File: src/logic/rct_pkg.sv
// shared constants, types and lookup tables of the relay channel timer
package rct_pkg;
   // clock and time base
   localparam int CLK_NS = 5;                   // device clock period
   localparam int TICK_NS = 500_000_000;        // time base tick, 0.5 s
   localparam int PRE_CYC = TICK_NS / CLK_NS;   // clock cycles per tick
   localparam int PRE_W = 27;                   // prescaler width
   localparam int TICK_MS = 500;                // tick length in ms
   localparam int WARN_MS = 30_000;             // warning lead time
   localparam int DARK_MS = 1_000;              // blink off phase
   localparam int LIT_MS = 10_000;              // blink on phase
   localparam int CNT_W = 15;                   // tick counter width
   localparam logic [CNT_W-1:0] WARN_T = CNT_W'(WARN_MS / TICK_MS);
   localparam logic [4:0] DARK_T = 5'(DARK_MS / TICK_MS);
   localparam logic [4:0] LIT_T = 5'(LIT_MS / TICK_MS);
   localparam logic [1:0] BLINK_LAST = 2'h2;    // third dark/lit pair

   // register byte addresses
   localparam logic [7:0] ADR_CFG = 8'h00;      // modes and options
   localparam logic [7:0] ADR_TIME = 8'h04;     // delay and period selects
   localparam logic [7:0] ADR_SCA = 8'h08;      // scene assignments 0..3
   localparam logic [7:0] ADR_SCB = 8'h0C;      // scene assignments 4..7
   localparam logic [7:0] ADR_STAT = 8'h10;     // channel state, read only

   // field positions of the configuration register
   localparam int F_MODE = 0;                   // operating mode bit
   localparam int F_LOP = 1;                    // logic operation, 2 bits
   localparam int F_RSW = 3;                    // switch restore, 2 bits
   localparam int F_RLG = 5;                    // logic restore, 2 bits
   localparam int F_BLK = 7;                    // blink warning enable
   localparam int F_NSEL = 8;                   // night period, 4 bits
   // field positions of the time register
   localparam int F_OND = 0;                    // on delay select
   localparam int F_OFFD = 8;                   // off delay select
   localparam int F_ONTM = 16;                  // time switch period
   // scene assignment fields are one byte apart
   localparam int F_SCW = 8;                    // byte pitch
   localparam int SC_N = 8;                     // assignments per channel

   // field encodings
   localparam logic MODE_NORM = 1'h0;           // normal switch
   localparam logic MODE_TSW = 1'h1;            // time switch
   localparam logic [1:0] LOP_NONE = 2'h0;      // no logic operation
   localparam logic [1:0] LOP_AND = 2'h1;       // and with logic object
   localparam logic [1:0] LOP_OR = 2'h2;        // or with logic object
   localparam logic [1:0] RST_SAVED = 2'h0;     // as before failure
   localparam logic [1:0] RST_ON = 2'h2;        // on (1 and 3 mean off)

   // values after reset
   localparam logic [3:0] NSEL_RST = 4'h8;      // 30 minutes
   localparam logic [4:0] ONTM_RST = 5'h13;     // 5 minutes
   localparam int NSEL_OFS = 16;                // night table base index

   // pending delay and blink warning states
   typedef enum logic [1:0] {P_NONE, P_ON, P_OFF} rct_pend_e;
   typedef enum logic [1:0] {BL_IDLE, BL_DARK, BL_LIT} rct_blink_e;

   // delay select to half-second ticks, 0 means disabled
   function automatic logic [CNT_W-1:0] rct_ticks(input logic [4:0] sel);
      case (sel)
         5'h01: rct_ticks = 15'h0001;
         5'h02: rct_ticks = 15'h0002;
         5'h03: rct_ticks = 15'h0004;
         5'h04: rct_ticks = 15'h0006;
         5'h05: rct_ticks = 15'h0008;
         5'h06: rct_ticks = 15'h000A;
         5'h07: rct_ticks = 15'h0010;
         5'h08: rct_ticks = 15'h0014;
         5'h09: rct_ticks = 15'h0018;
         5'h0A: rct_ticks = 15'h001E;
         5'h0B: rct_ticks = 15'h0028;
         5'h0C: rct_ticks = 15'h0032;
         5'h0D: rct_ticks = 15'h003C;
         5'h0E: rct_ticks = 15'h005A;
         5'h0F: rct_ticks = 15'h0078;
         5'h10: rct_ticks = 15'h00B4;
         5'h11: rct_ticks = 15'h00F0;
         5'h12: rct_ticks = 15'h0168;
         5'h13: rct_ticks = 15'h0258;
         5'h14: rct_ticks = 15'h03C0;
         5'h15: rct_ticks = 15'h04B0;
         5'h16: rct_ticks = 15'h0708;
         5'h17: rct_ticks = 15'h0960;
         5'h18: rct_ticks = 15'h0E10;
         5'h19: rct_ticks = 15'h1518;
         5'h1A: rct_ticks = 15'h1C20;
         5'h1B: rct_ticks = 15'h2A30;
         default: rct_ticks = 15'h0000;
      endcase
   endfunction

   // value taken after mains recovery
   function automatic logic rct_restore(input logic [1:0] sel,
                                        input logic saved);
      case (sel)
         RST_SAVED: rct_restore = saved;
         RST_ON: rct_restore = 1'b1;
         default: rct_restore = 1'b0;
      endcase
   endfunction
endpackage

File: src/logic/rct_tmr.sv
// loadable down counter of time base ticks with an end pulse
`timescale 1ns/1ps
module rct_tmr import rct_pkg::*; #(
   parameter int W = CNT_W
) (
   clk, // device clock
   rstn, // asynchronous reset, active low
   ce, // clock enable, freezes state when low
   load, // load val this cycle
   clr, // stop the count
   val, // ticks to count
   tick, // time base tick
   cnt, // remaining ticks
   done // one cycle pulse when the count ran out
);
   input wire logic clk;
   input wire logic rstn;
   input wire logic ce;
   input wire logic load;
   input wire logic clr;
   input wire logic [W-1:0] val;
   input wire logic tick;
   output logic [W-1:0] cnt;
   output logic done;

   typedef struct packed {
      logic [W-1:0] cnt; // remaining ticks
      logic done; // end pulse
   } rct_tmr_s;

   rct_tmr_s st_ff; // all state
   rct_tmr_s nxt_st; // next state

   // count down one per tick, load and clear take priority
   always_comb begin
      nxt_st = st_ff;
      nxt_st.done = 1'b0;
      if (load) begin
         nxt_st.cnt = val;
      end else if (clr) begin
         nxt_st.cnt = '0;
      end else if (tick && st_ff.cnt != '0) begin
         nxt_st.cnt = st_ff.cnt - W'(1);
         nxt_st.done = (st_ff.cnt == W'(1));
      end
   end

   // state register
   always_ff @(posedge clk or negedge rstn) begin
      if (!rstn) begin
         st_ff <= '0;
      end else if (ce) begin
         st_ff <= nxt_st;
      end
   end

   assign cnt = st_ff.cnt;
   assign done = st_ff.done;
endmodule

File: src/logic/rct_chan.sv
// one relay channel: delays, time switch, night mode, blink, scenes, mains
//
// The plain strobed port and the register addresses were decided locally.
`timescale 1ns/1ps
// Operation
// - normal mode or time switch mode
// - optional and/or with undelayed logic object
// - on delay for switch object only
// - off delay for switch object only
// - mains failure saves state, forces off
// - no logic: configured state after recovery
// - normal with logic: both objects restored independently
// - night mode limits on period
// - new on command reloads running period
// - blink warning three times before off
// - time switch period, auto off
// - time switch with logic restores logic object
// - eight scene assignments, zero unused
// - unprogrammed scene recall switches off
// - scene byte: number, program bit, zero bit
// - night object one enters, zero leaves
// - timer stage first operand, logic second
module rct_chan import rct_pkg::*; #(
   parameter int PRE_CYCLES = PRE_CYC
) (
   clk, // device clock, 200 MHz
   rstn, // asynchronous reset, active low
   ce, // clock enable, freezes all state when low
   reg_addr, // register byte address
   reg_wdata, // register write data
   reg_wr, // register write strobe
   reg_rd, // register read strobe
   reg_rdata, // read data, cycle after the read strobe
   sw_stb, // switch object telegram
   sw_val, // switch object value
   lg_stb, // logic object telegram
   lg_val, // logic object value
   nt_stb, // night mode object telegram
   nt_val, // night mode object value
   sc_stb, // scene telegram
   sc_byte, // scene byte
   mains_ok, // mains present, asynchronous pin
   relay_on // relay drive
);
   input wire logic clk;
   input wire logic rstn;
   input wire logic ce;
   input wire logic [7:0] reg_addr;
   input wire logic [31:0] reg_wdata;
   input wire logic reg_wr;
   input wire logic reg_rd;
   output logic [31:0] reg_rdata;
   input wire logic sw_stb;
   input wire logic sw_val;
   input wire logic lg_stb;
   input wire logic lg_val;
   input wire logic nt_stb;
   input wire logic nt_val;
   input wire logic sc_stb;
   input wire logic [7:0] sc_byte;
   input wire logic mains_ok;
   output logic relay_on;

   typedef struct packed {
      logic [PRE_W-1:0] pre; // prescaler count
      logic tick; // time base pulse
      logic mok1; // mains synchroniser first stage
      logic mok2; // mains synchroniser second stage
      logic mok_prev; // mains level one cycle earlier
      logic up; // channel powered and active
      logic stage; // timer stage output
      logic lobj; // logic object value
      logic night; // night mode active
      logic sv_sw; // saved switch state
      logic sv_lg; // saved logic object
      logic out; // relay drive
      rct_pend_e pend; // pending delayed command
      rct_blink_e bl; // blink warning state
      logic [4:0] bcnt; // blink phase ticks
      logic [1:0] brep; // blink pair number
      logic mode; // operating mode
      logic [1:0] lop; // logic operation
      logic [1:0] rsw; // switch restore select
      logic [1:0] rlg; // logic restore select
      logic blk_en; // blink warning enable
      logic [3:0] nsel; // night period select
      logic [4:0] ond; // on delay select
      logic [4:0] offd; // off delay select
      logic [4:0] ontm; // time switch period select
      logic [SC_N-1:0][6:0] asg; // scene assignments
      logic [SC_N-1:0] scv; // scene stored states
      logic [SC_N-1:0] scp; // scene programmed flags
      logic [31:0] rdata; // read data
   } rct_st_s;

   localparam logic [PRE_W-1:0] PRE_LAST = PRE_W'(PRE_CYCLES - 1);

   rct_st_s st_ff; // all state
   rct_st_s nxt_st; // next state
   logic dly_load, dly_clr, dly_done; // delay timer control
   logic per_load, per_clr, per_done; // period timer control
   logic [CNT_W-1:0] dly_val, per_val, per_cnt; // timer values
   logic timed; // an on period applies
   logic act_en, act_v; // switch the stage now, to act_v
   logic stage_r; // stage value after recovery
   logic hit, hit_v; // scene recall found, its state
   logic [6:0] scn; // received scene number

   // delay timer for on and off delays
   rct_tmr #(.W(CNT_W)) u_dly (
      .clk(clk),
      .rstn(rstn),
      .ce(ce),
      .load(dly_load),
      .clr(dly_clr),
      .val(dly_val),
      .tick(st_ff.tick),
      .cnt(),
      .done(dly_done)
   );

   // period timer for night and time switch on periods
   rct_tmr #(.W(CNT_W)) u_per (
      .clk(clk),
      .rstn(rstn),
      .ce(ce),
      .load(per_load),
      .clr(per_clr),
      .val(per_val),
      .tick(st_ff.tick),
      .cnt(per_cnt),
      .done(per_done)
   );

   // next state of the whole channel
   always_comb begin
      nxt_st = st_ff;
      dly_load = 1'b0;
      dly_clr = 1'b0;
      dly_val = '0;
      per_load = 1'b0;
      per_clr = 1'b0;
      act_en = 1'b0;
      act_v = 1'b0;
      stage_r = 1'b0;
      hit = 1'b0;
      hit_v = 1'b0;
      scn = {1'b0, sc_byte[5:0]} + 7'h01;
      // period length depends on mode
      per_val = (st_ff.mode == MODE_TSW) ? rct_ticks(st_ff.ontm) :
                rct_ticks(5'(NSEL_OFS) + {1'b0, st_ff.nsel});
      timed = (st_ff.mode == MODE_TSW) ? (st_ff.ontm != 5'h00) :
              st_ff.night;
      // common half-second time base
      nxt_st.tick = 1'b0;
      if (st_ff.pre == PRE_LAST) begin
         nxt_st.pre = '0;
         nxt_st.tick = 1'b1;
      end else begin
         nxt_st.pre = st_ff.pre + PRE_W'(1);
      end
      // mains level synchroniser
      nxt_st.mok1 = mains_ok;
      nxt_st.mok2 = st_ff.mok1;
      nxt_st.mok_prev = st_ff.mok2;
      // register writes
      if (reg_wr) begin
         case (reg_addr)
            ADR_CFG: begin
               nxt_st.mode = reg_wdata[F_MODE];
               nxt_st.lop = reg_wdata[F_LOP +: 2];
               nxt_st.rsw = reg_wdata[F_RSW +: 2];
               nxt_st.rlg = reg_wdata[F_RLG +: 2];
               nxt_st.blk_en = reg_wdata[F_BLK];
               nxt_st.nsel = reg_wdata[F_NSEL +: 4];
            end
            ADR_TIME: begin
               nxt_st.ond = reg_wdata[F_OND +: 5];
               nxt_st.offd = reg_wdata[F_OFFD +: 5];
               nxt_st.ontm = reg_wdata[F_ONTM +: 5];
            end
            ADR_SCA: begin
               for (int i = 0; i < 4; i++) begin
                  nxt_st.asg[i] = reg_wdata[i*F_SCW +: 7];
               end
            end
            ADR_SCB: begin
               for (int i = 0; i < 4; i++) begin
                  nxt_st.asg[i+4] = reg_wdata[i*F_SCW +: 7];
               end
            end
            default: begin
               // unmapped writes are ignored
            end
         endcase
      end
      // register reads, data valid the next cycle only
      nxt_st.rdata = '0;
      if (reg_rd) begin
         case (reg_addr)
            ADR_CFG: begin
               nxt_st.rdata = {20'h0_0000, st_ff.nsel, st_ff.blk_en,
                               st_ff.rlg, st_ff.rsw, st_ff.lop, st_ff.mode};
            end
            ADR_TIME: begin
               nxt_st.rdata = {11'h000, st_ff.ontm, 3'h0, st_ff.offd,
                               3'h0, st_ff.ond};
            end
            ADR_SCA: begin
               for (int i = 0; i < 4; i++) begin
                  nxt_st.rdata[i*F_SCW +: 7] = st_ff.asg[i];
               end
            end
            ADR_SCB: begin
               for (int i = 0; i < 4; i++) begin
                  nxt_st.rdata[i*F_SCW +: 7] = st_ff.asg[i+4];
               end
            end
            ADR_STAT: begin
               nxt_st.rdata = {16'h0000, st_ff.scp, 1'b0, st_ff.mok2,
                               st_ff.bl != BL_IDLE, st_ff.pend != P_NONE,
                               st_ff.night, st_ff.lobj, st_ff.stage,
                               st_ff.out};
            end
            default: begin
               nxt_st.rdata = '0; // unmapped reads return zero
            end
         endcase
      end
      if (st_ff.mok2 && !st_ff.mok_prev) begin
         // mains came back: restore configured states
         nxt_st.up = 1'b1;
         if (st_ff.mode == MODE_TSW && st_ff.lop != LOP_NONE) begin
            stage_r = 1'b0;
         end else begin
            stage_r = rct_restore(st_ff.rsw, st_ff.sv_sw);
         end
         if (st_ff.lop != LOP_NONE) begin
            nxt_st.lobj = rct_restore(st_ff.rlg, st_ff.sv_lg);
         end
         act_en = 1'b1;
         act_v = stage_r;
      end else if (!st_ff.mok2 && st_ff.mok_prev) begin
         // mains lost: save first, then drop stage, pending command, blink and timers
         nxt_st.sv_sw = st_ff.stage;
         nxt_st.sv_lg = st_ff.lobj;
         nxt_st.up = 1'b0;
         nxt_st.stage = 1'b0;
         nxt_st.pend = P_NONE;
         nxt_st.bl = BL_IDLE;
         dly_clr = 1'b1;
         per_clr = 1'b1;
      end else if (st_ff.up) begin
         // delayed command comes due
         if (dly_done && st_ff.pend != P_NONE) begin
            act_en = 1'b1;
            act_v = (st_ff.pend == P_ON);
            nxt_st.pend = P_NONE;
         end
         // blink warning sequence before the period ends
         case (st_ff.bl)
            BL_IDLE: begin
               if (st_ff.blk_en && st_ff.stage && st_ff.tick &&
                   per_cnt == WARN_T) begin
                  nxt_st.bl = BL_DARK;
                  nxt_st.bcnt = DARK_T;
                  nxt_st.brep = 2'h0;
                  per_clr = 1'b1;
               end else if (per_done) begin
                  act_en = 1'b1;
                  act_v = 1'b0;
               end
            end
            BL_DARK: begin
               if (st_ff.tick) begin
                  if (st_ff.bcnt == 5'h01) begin
                     nxt_st.bl = BL_LIT;
                     nxt_st.bcnt = LIT_T;
                  end else begin
                     nxt_st.bcnt = st_ff.bcnt - 5'h01;
                  end
               end
            end
            BL_LIT: begin
               if (st_ff.tick) begin
                  if (st_ff.bcnt != 5'h01) begin
                     nxt_st.bcnt = st_ff.bcnt - 5'h01;
                  end else if (st_ff.brep == BLINK_LAST) begin
                     act_en = 1'b1;
                     act_v = 1'b0;
                  end else begin
                     nxt_st.brep = st_ff.brep + 2'h1;
                     nxt_st.bl = BL_DARK;
                     nxt_st.bcnt = DARK_T;
                  end
               end
            end
            default: begin
               nxt_st.bl = BL_IDLE;
            end
         endcase
         // switch object telegram
         if (sw_stb) begin
            if (st_ff.mode == MODE_TSW) begin
               if (sw_val) begin
                  act_en = 1'b1;
                  act_v = 1'b1;
               end
            end else if (sw_val) begin
               if (st_ff.ond == 5'h00) begin
                  act_en = 1'b1;
                  act_v = 1'b1;
                  nxt_st.pend = P_NONE;
                  dly_clr = 1'b1;
               end else if (st_ff.pend != P_ON) begin
                  nxt_st.pend = P_ON;
                  dly_load = 1'b1;
                  dly_val = rct_ticks(st_ff.ond);
               end
            end else begin
               if (st_ff.offd == 5'h00) begin
                  act_en = 1'b1;
                  act_v = 1'b0;
                  nxt_st.pend = P_NONE;
                  dly_clr = 1'b1;
               end else if (st_ff.pend != P_OFF) begin
                  nxt_st.pend = P_OFF;
                  dly_load = 1'b1;
                  dly_val = rct_ticks(st_ff.offd);
               end
            end
         end
         // logic object takes effect at once
         if (lg_stb) begin
            nxt_st.lobj = lg_val;
         end
         // night mode object
         if (nt_stb) begin
            nxt_st.night = nt_val;
            if (st_ff.mode == MODE_NORM) begin
               if (nt_val && st_ff.stage && !st_ff.night) begin
                  per_load = 1'b1;
               end else if (!nt_val) begin
                  per_clr = 1'b1;
                  nxt_st.bl = BL_IDLE;
               end
            end
         end
         // scene telegram; bit 6 set marks a malformed byte
         if (sc_stb && !sc_byte[6]) begin
            for (int i = 0; i < SC_N; i++) begin
               if (st_ff.asg[i] != 7'h00 && st_ff.asg[i] == scn) begin
                  if (sc_byte[7]) begin
                     nxt_st.scv[i] = st_ff.stage;
                     nxt_st.scp[i] = 1'b1;
                  end else if (!hit) begin
                     hit = 1'b1;
                     hit_v = st_ff.scp[i] & st_ff.scv[i];
                  end
               end
            end
            if (hit) begin
               act_en = 1'b1;
               act_v = hit_v;
            end
         end
      end
      // stage switching, on reloads the period
      if (act_en) begin
         nxt_st.stage = act_v;
         nxt_st.bl = BL_IDLE;
         if (act_v && timed) begin
            per_load = 1'b1;
            per_clr = 1'b0;
         end else if (!act_v) begin
            per_clr = 1'b1;
            per_load = 1'b0;
         end
      end
      // stage first operand, logic object second
      case (st_ff.lop)
         LOP_AND: begin
            nxt_st.out = (nxt_st.stage && nxt_st.bl != BL_DARK) &&
                         nxt_st.lobj;
         end
         LOP_OR: begin
            nxt_st.out = (nxt_st.stage && nxt_st.bl != BL_DARK) ||
                         nxt_st.lobj;
         end
         default: begin
            nxt_st.out = nxt_st.stage && nxt_st.bl != BL_DARK;
         end
      endcase
      if (!nxt_st.up) begin
         nxt_st.out = 1'b0;
      end
   end

   // state register, frozen while ce is low
   always_ff @(posedge clk or negedge rstn) begin
      if (!rstn) begin
         st_ff <= '0;
         st_ff.nsel <= NSEL_RST;
         st_ff.ontm <= ONTM_RST;
      end else if (ce) begin
         st_ff <= nxt_st;
      end
   end

   assign reg_rdata = st_ff.rdata;
   assign relay_on = st_ff.out;
endmodule

File: config.mk
export PLATFORM = sky130hd
export DESIGN_NAME = rct_chan
export DESIGN_NICKNAME = d
export VERILOG_FILES = /design/src/logic/rct_pkg.sv /design/src/logic/rct_tmr.sv /design/src/logic/rct_chan.sv
export SDC_FILE = /design/constraint.sdc
export NUM_CORES = 1
export LEC_CHECK = 0
export BUFFER_PORTS_ARGS = -buffer_cell sky130_fd_sc_hd__buf_4
export CAP_MARGIN = 20
export CORE_ASPECT_RATIO = 0.8
export CORE_MARGIN = 2
export CORE_UTILIZATION = 29
export DETAILED_ROUTE_END_ITERATION = 8
export GPL_TIMING_DRIVEN = 0
export PLACE_DENSITY = 0.46
export SLEW_MARGIN = 20
export SYNTH_ARGS = -nofsm -noshare
export SYNTH_HDL_FRONTEND = slang
export SYNTH_SLANG_ARGS = --single-unit
File: constraint.sdc
create_clock -name clk -period 3.5 [get_ports clk]
set_input_delay 0.175 -clock clk [delete_from_list [all_inputs] [get_ports clk]]
set_output_delay 0.175 -clock clk [all_outputs]
set_load 0.1 [all_outputs]
==> impl_metrics.csv <==
group,metric,value,unit
yosys,synth_warnings,0,
power_and_ir_drop,pwr_density_cell,421,mW/mm²
cells_and_area,diodes,0,
route,routed_wirelength,46000,µm
yosys,synthTopCellsByArea,"dfrtp_1 38%, mux2_2 7.8%, o21ai_0 4.3%, mux2i_1 3.8%, ha_1 3.8%",
min_path,min_path_type,"input pin to async pin",
setup_path,cp_max_fo,10,
route,wl_per_cell,20.5,µm
power_and_ir_drop,power.static_leakage,7.05,nW
sta,fin_tns_setup,0,ps
cts,cts_buffers,25,
sta,hold_viol_final,0,
sta,rsz0062_at_grt,"false",
power_and_ir_drop,ir_worst_vdd,0.454,mV
run_status,status,"complete, no violations",
setup_path,worstPathArrival,3790,ps
yosys,yosysSeqAreaShare,38.5,%
global_route,antenna_found_initial,1,
setup_path,end_kind,"register",
cells_and_area,multiInputGateArea,0.00771,mm²
cells_and_area,drive_gt1_share,20.4,%
route,drtPass1Iterations,5,
floorplanning,die_h,198,µm
cells_and_area,final_cell_mix,"201 x dfrtp_1, 121 x buf_4, 116 x o21ai_0",
sta,fin_skew,27.2,ps
floorplanning,die_w,247,µm
cts,ctsLongestPathBuffers,3,
yosys,synth_ff_type,"dfrtp_1",
global_route,grt_pass1_vias,11500,
yosys,ys_ff_latch,210,
global_route,track_usage,18.8,%
cts,clk_pin_slew,60,ps
setup_path,startpoint_type,"register",
sta,setup_viol,0,
place,io_buffers,83,
cells_and_area,layout_commonest_cell,"dfrtp_1",
cts,htree_levels,1,
cts,cts_tree,"yes",
cells_and_area,area_delta_synth_final,21.1,%
floorplanning,num_io_pins,94,
floorplanning,dieArea,0.0488,mm²
cts,cts_root_buf,"clkbuf_16",
flow_run,maxCapViolations,0,
cts,clk_latency,580,ps
floorplanning,num_rows,71,
setup_path,worst_ep_required_time,3930,ps
route,drtIter0Drc,993,
sta,worstMarginPinSlew,952,ps
global_route,grt_overflow,0,
global_route,grt_pass1_wl,70700,µm
cells_and_area,fin_util,35.4,%
yosys,synthCells,1448,
sta,slew_violations,0,
cells_and_area,nets,1703,
place,hpwl,34200,µm
cts,clock-sinks,210,
route,viasPerCell,5.33,
sta,layout_min_cycle_time,3360,ps
route,drcViolationCount,0,
global_route,grt_max_degree,95,
sta,fmax,0.298,GHz
yosys,synth_top_area_cell,"dfrtp_1",
route,antenna_left,0,
floorplanning,start_util,29.2,%
yosys,syn-cell-area,0.0136,mm²
setup_path,criticalPathCategory,"register to register",
yosys,synth.distinct_cells,85,
sta,fin_crit_sh,95.9,%
yosys,synth_edf_count,0,
floorplanning,core_area,0.0467,mm²
route,vias,11900,
yosys,syn_avg_cell_area,9.42,µm²
sta,max_slew_margin,36.5,%
yosys,async_flop_share,100,%
cells_and_area,fillers,4881,
cells_and_area,seq_area,0.00527,mm²
place,place_congestion,0.883,
yosys,yosys.area.top_type_share,37.8,%
[worst paths after layout]
path                                             from                   endpoint  slack, ps  depth (start not counted)
worst max-delay path            st_ff[86]$_DFFE_PN0P_   u_per.cnt[9]$_DFFE_PN0P_        140                         11
worst min-delay path                             rstn  u_per.cnt[13]$_DFFE_PN0P_         80                          2
worst max register to register  st_ff[86]$_DFFE_PN0P_   u_per.cnt[9]$_DFFE_PN0P_        140                         11
worst min register to register  st_ff[40]$_DFFE_PN0P_      st_ff[40]$_DFFE_PN0P_        480                          2
max in group asynchronous                        rstn     st_ff[100]$_DFFE_PN0P_       2210                          4
min in group clk                           sc_byte[7]      st_ff[35]$_DFFE_PN0P_        120                          4
[metal layers]
metal	wire length, µm	share of wire, %	GRT usage [%]	vias to the layer above
li1	-	-	-	5594
met1	23200	50	28.8	5906
met2	18800	41	26.8	384
met3	2740	6.0	2.94	64
met4	1260	2.7	5.40	0
met5	0	0	0	-
[worst max-delay path, stage by stage, from the launching register on]
cell       delay (ps)
dfrtp_1           450
or4_1             610
a2111oi_2         300
nor3_1            140
nand4_1           200
o211ai_1          140
o311a_4           390
o21ai_4           280
o21ai_4           170
buf_12            220
mux2i_1           200
o22ai_2           100
[stage by stage]
stage                     area (µm²)  instances  setup WS [ps]  total power [mW]  hold WS, ps
after global routing           16500       2240           1.54              7.27         87.9
after CTS                      16400       2235           25.1              7.01         68.9
after floorplan                13600       1449            568              3.56         -121
final                          16500       2240            143              6.96         83.5
after detailed placement       15100       2154           -738              4.03         71.9
after global placement         15000       2152           -684              4.01          405
[cell usage after synthesis, types with 8 or more instances]
library cell / number
dfrtp_1: 206
o21ai_0: 116
nor2_1: 107
nand2_1: 102
mux2_2: 94
a21oi_1: 60
clkbuf_1: 55
inv_1: 52
mux2i_1: 52
ha_1: 41
xnor2_1: 40
nand3_1: 33
nor3_1: 33
buf_4: 32
o2bb2ai_1: 26
xor2_1: 23
nand2b_1: 22
nor2b_1: 22
o22ai_1: 22
or3_1: 22
nand4_1: 21
nor4_1: 19
a31oi_1: 14
and3_1: 14
a211oi_1: 12
a32oi_1: 12
and2_1: 11
o31ai_1: 11
a221oi_1: 10
buf_2: 10
a22oi_1: 9
o211ai_1: 8
[where the power goes]
group | switching [mW] | leakage, nW | internal (mW) | total, mW
clock | 1.14 | 0.445 | 1.76 | 2.90
combinational | 0.805 | 3.76 | 0.517 | 1.32
sequential | 0.176 | 2.85 | 2.56 | 2.74
total | 2.12 | 7.05 | 4.84 | 6.96
[final cells by class]
cell class	count	share of cell area, %
timing repair buffer	126	6.53
sequential	210	31.9
clock buffer	36	4.46
inverter	52	1.18
buffer	107	3.53
clock inverter	10	1.04
multi-input combinational	1079	46.7
tap	620	4.70
[logic make-up after synthesis]
kind of cell,Yosys count,synth area share [%]
AND/OR/NAND/NOR,444,16.7
AO/OA/AOI/OAI,378,18.9
flip-flops,210,38.5
buffers and inverters,160,5.71
multiplexers,146,11.6
XOR/XNOR,68,4.82
adder cells (fa/ha/maj),41,3.76
other,1,0.0275
[repair_timing]
| action | in CTS | in global routing |
|---|---|---|
| gates resized for setup | 8 | 21 |
| hold endpoints to repair | 203 | 0 |
| buffers inserted | 1 | 6 |
| hold buffers | 34 | 0 |
| pin swaps | 1 | 4 |
| setup endpoints to repair | 26 | 40 |
[state kept, by name, indices dropped and copies added (netlist names)]
register and cells:
u_per.done 1, u_dly.done 1, u_dly.cnt 15, nxt_st 2, u_per.cnt 15, reg_rdata 30, st_ff 145, relay_on 1
No activity file was read; power rests on OpenSTA's default activity.
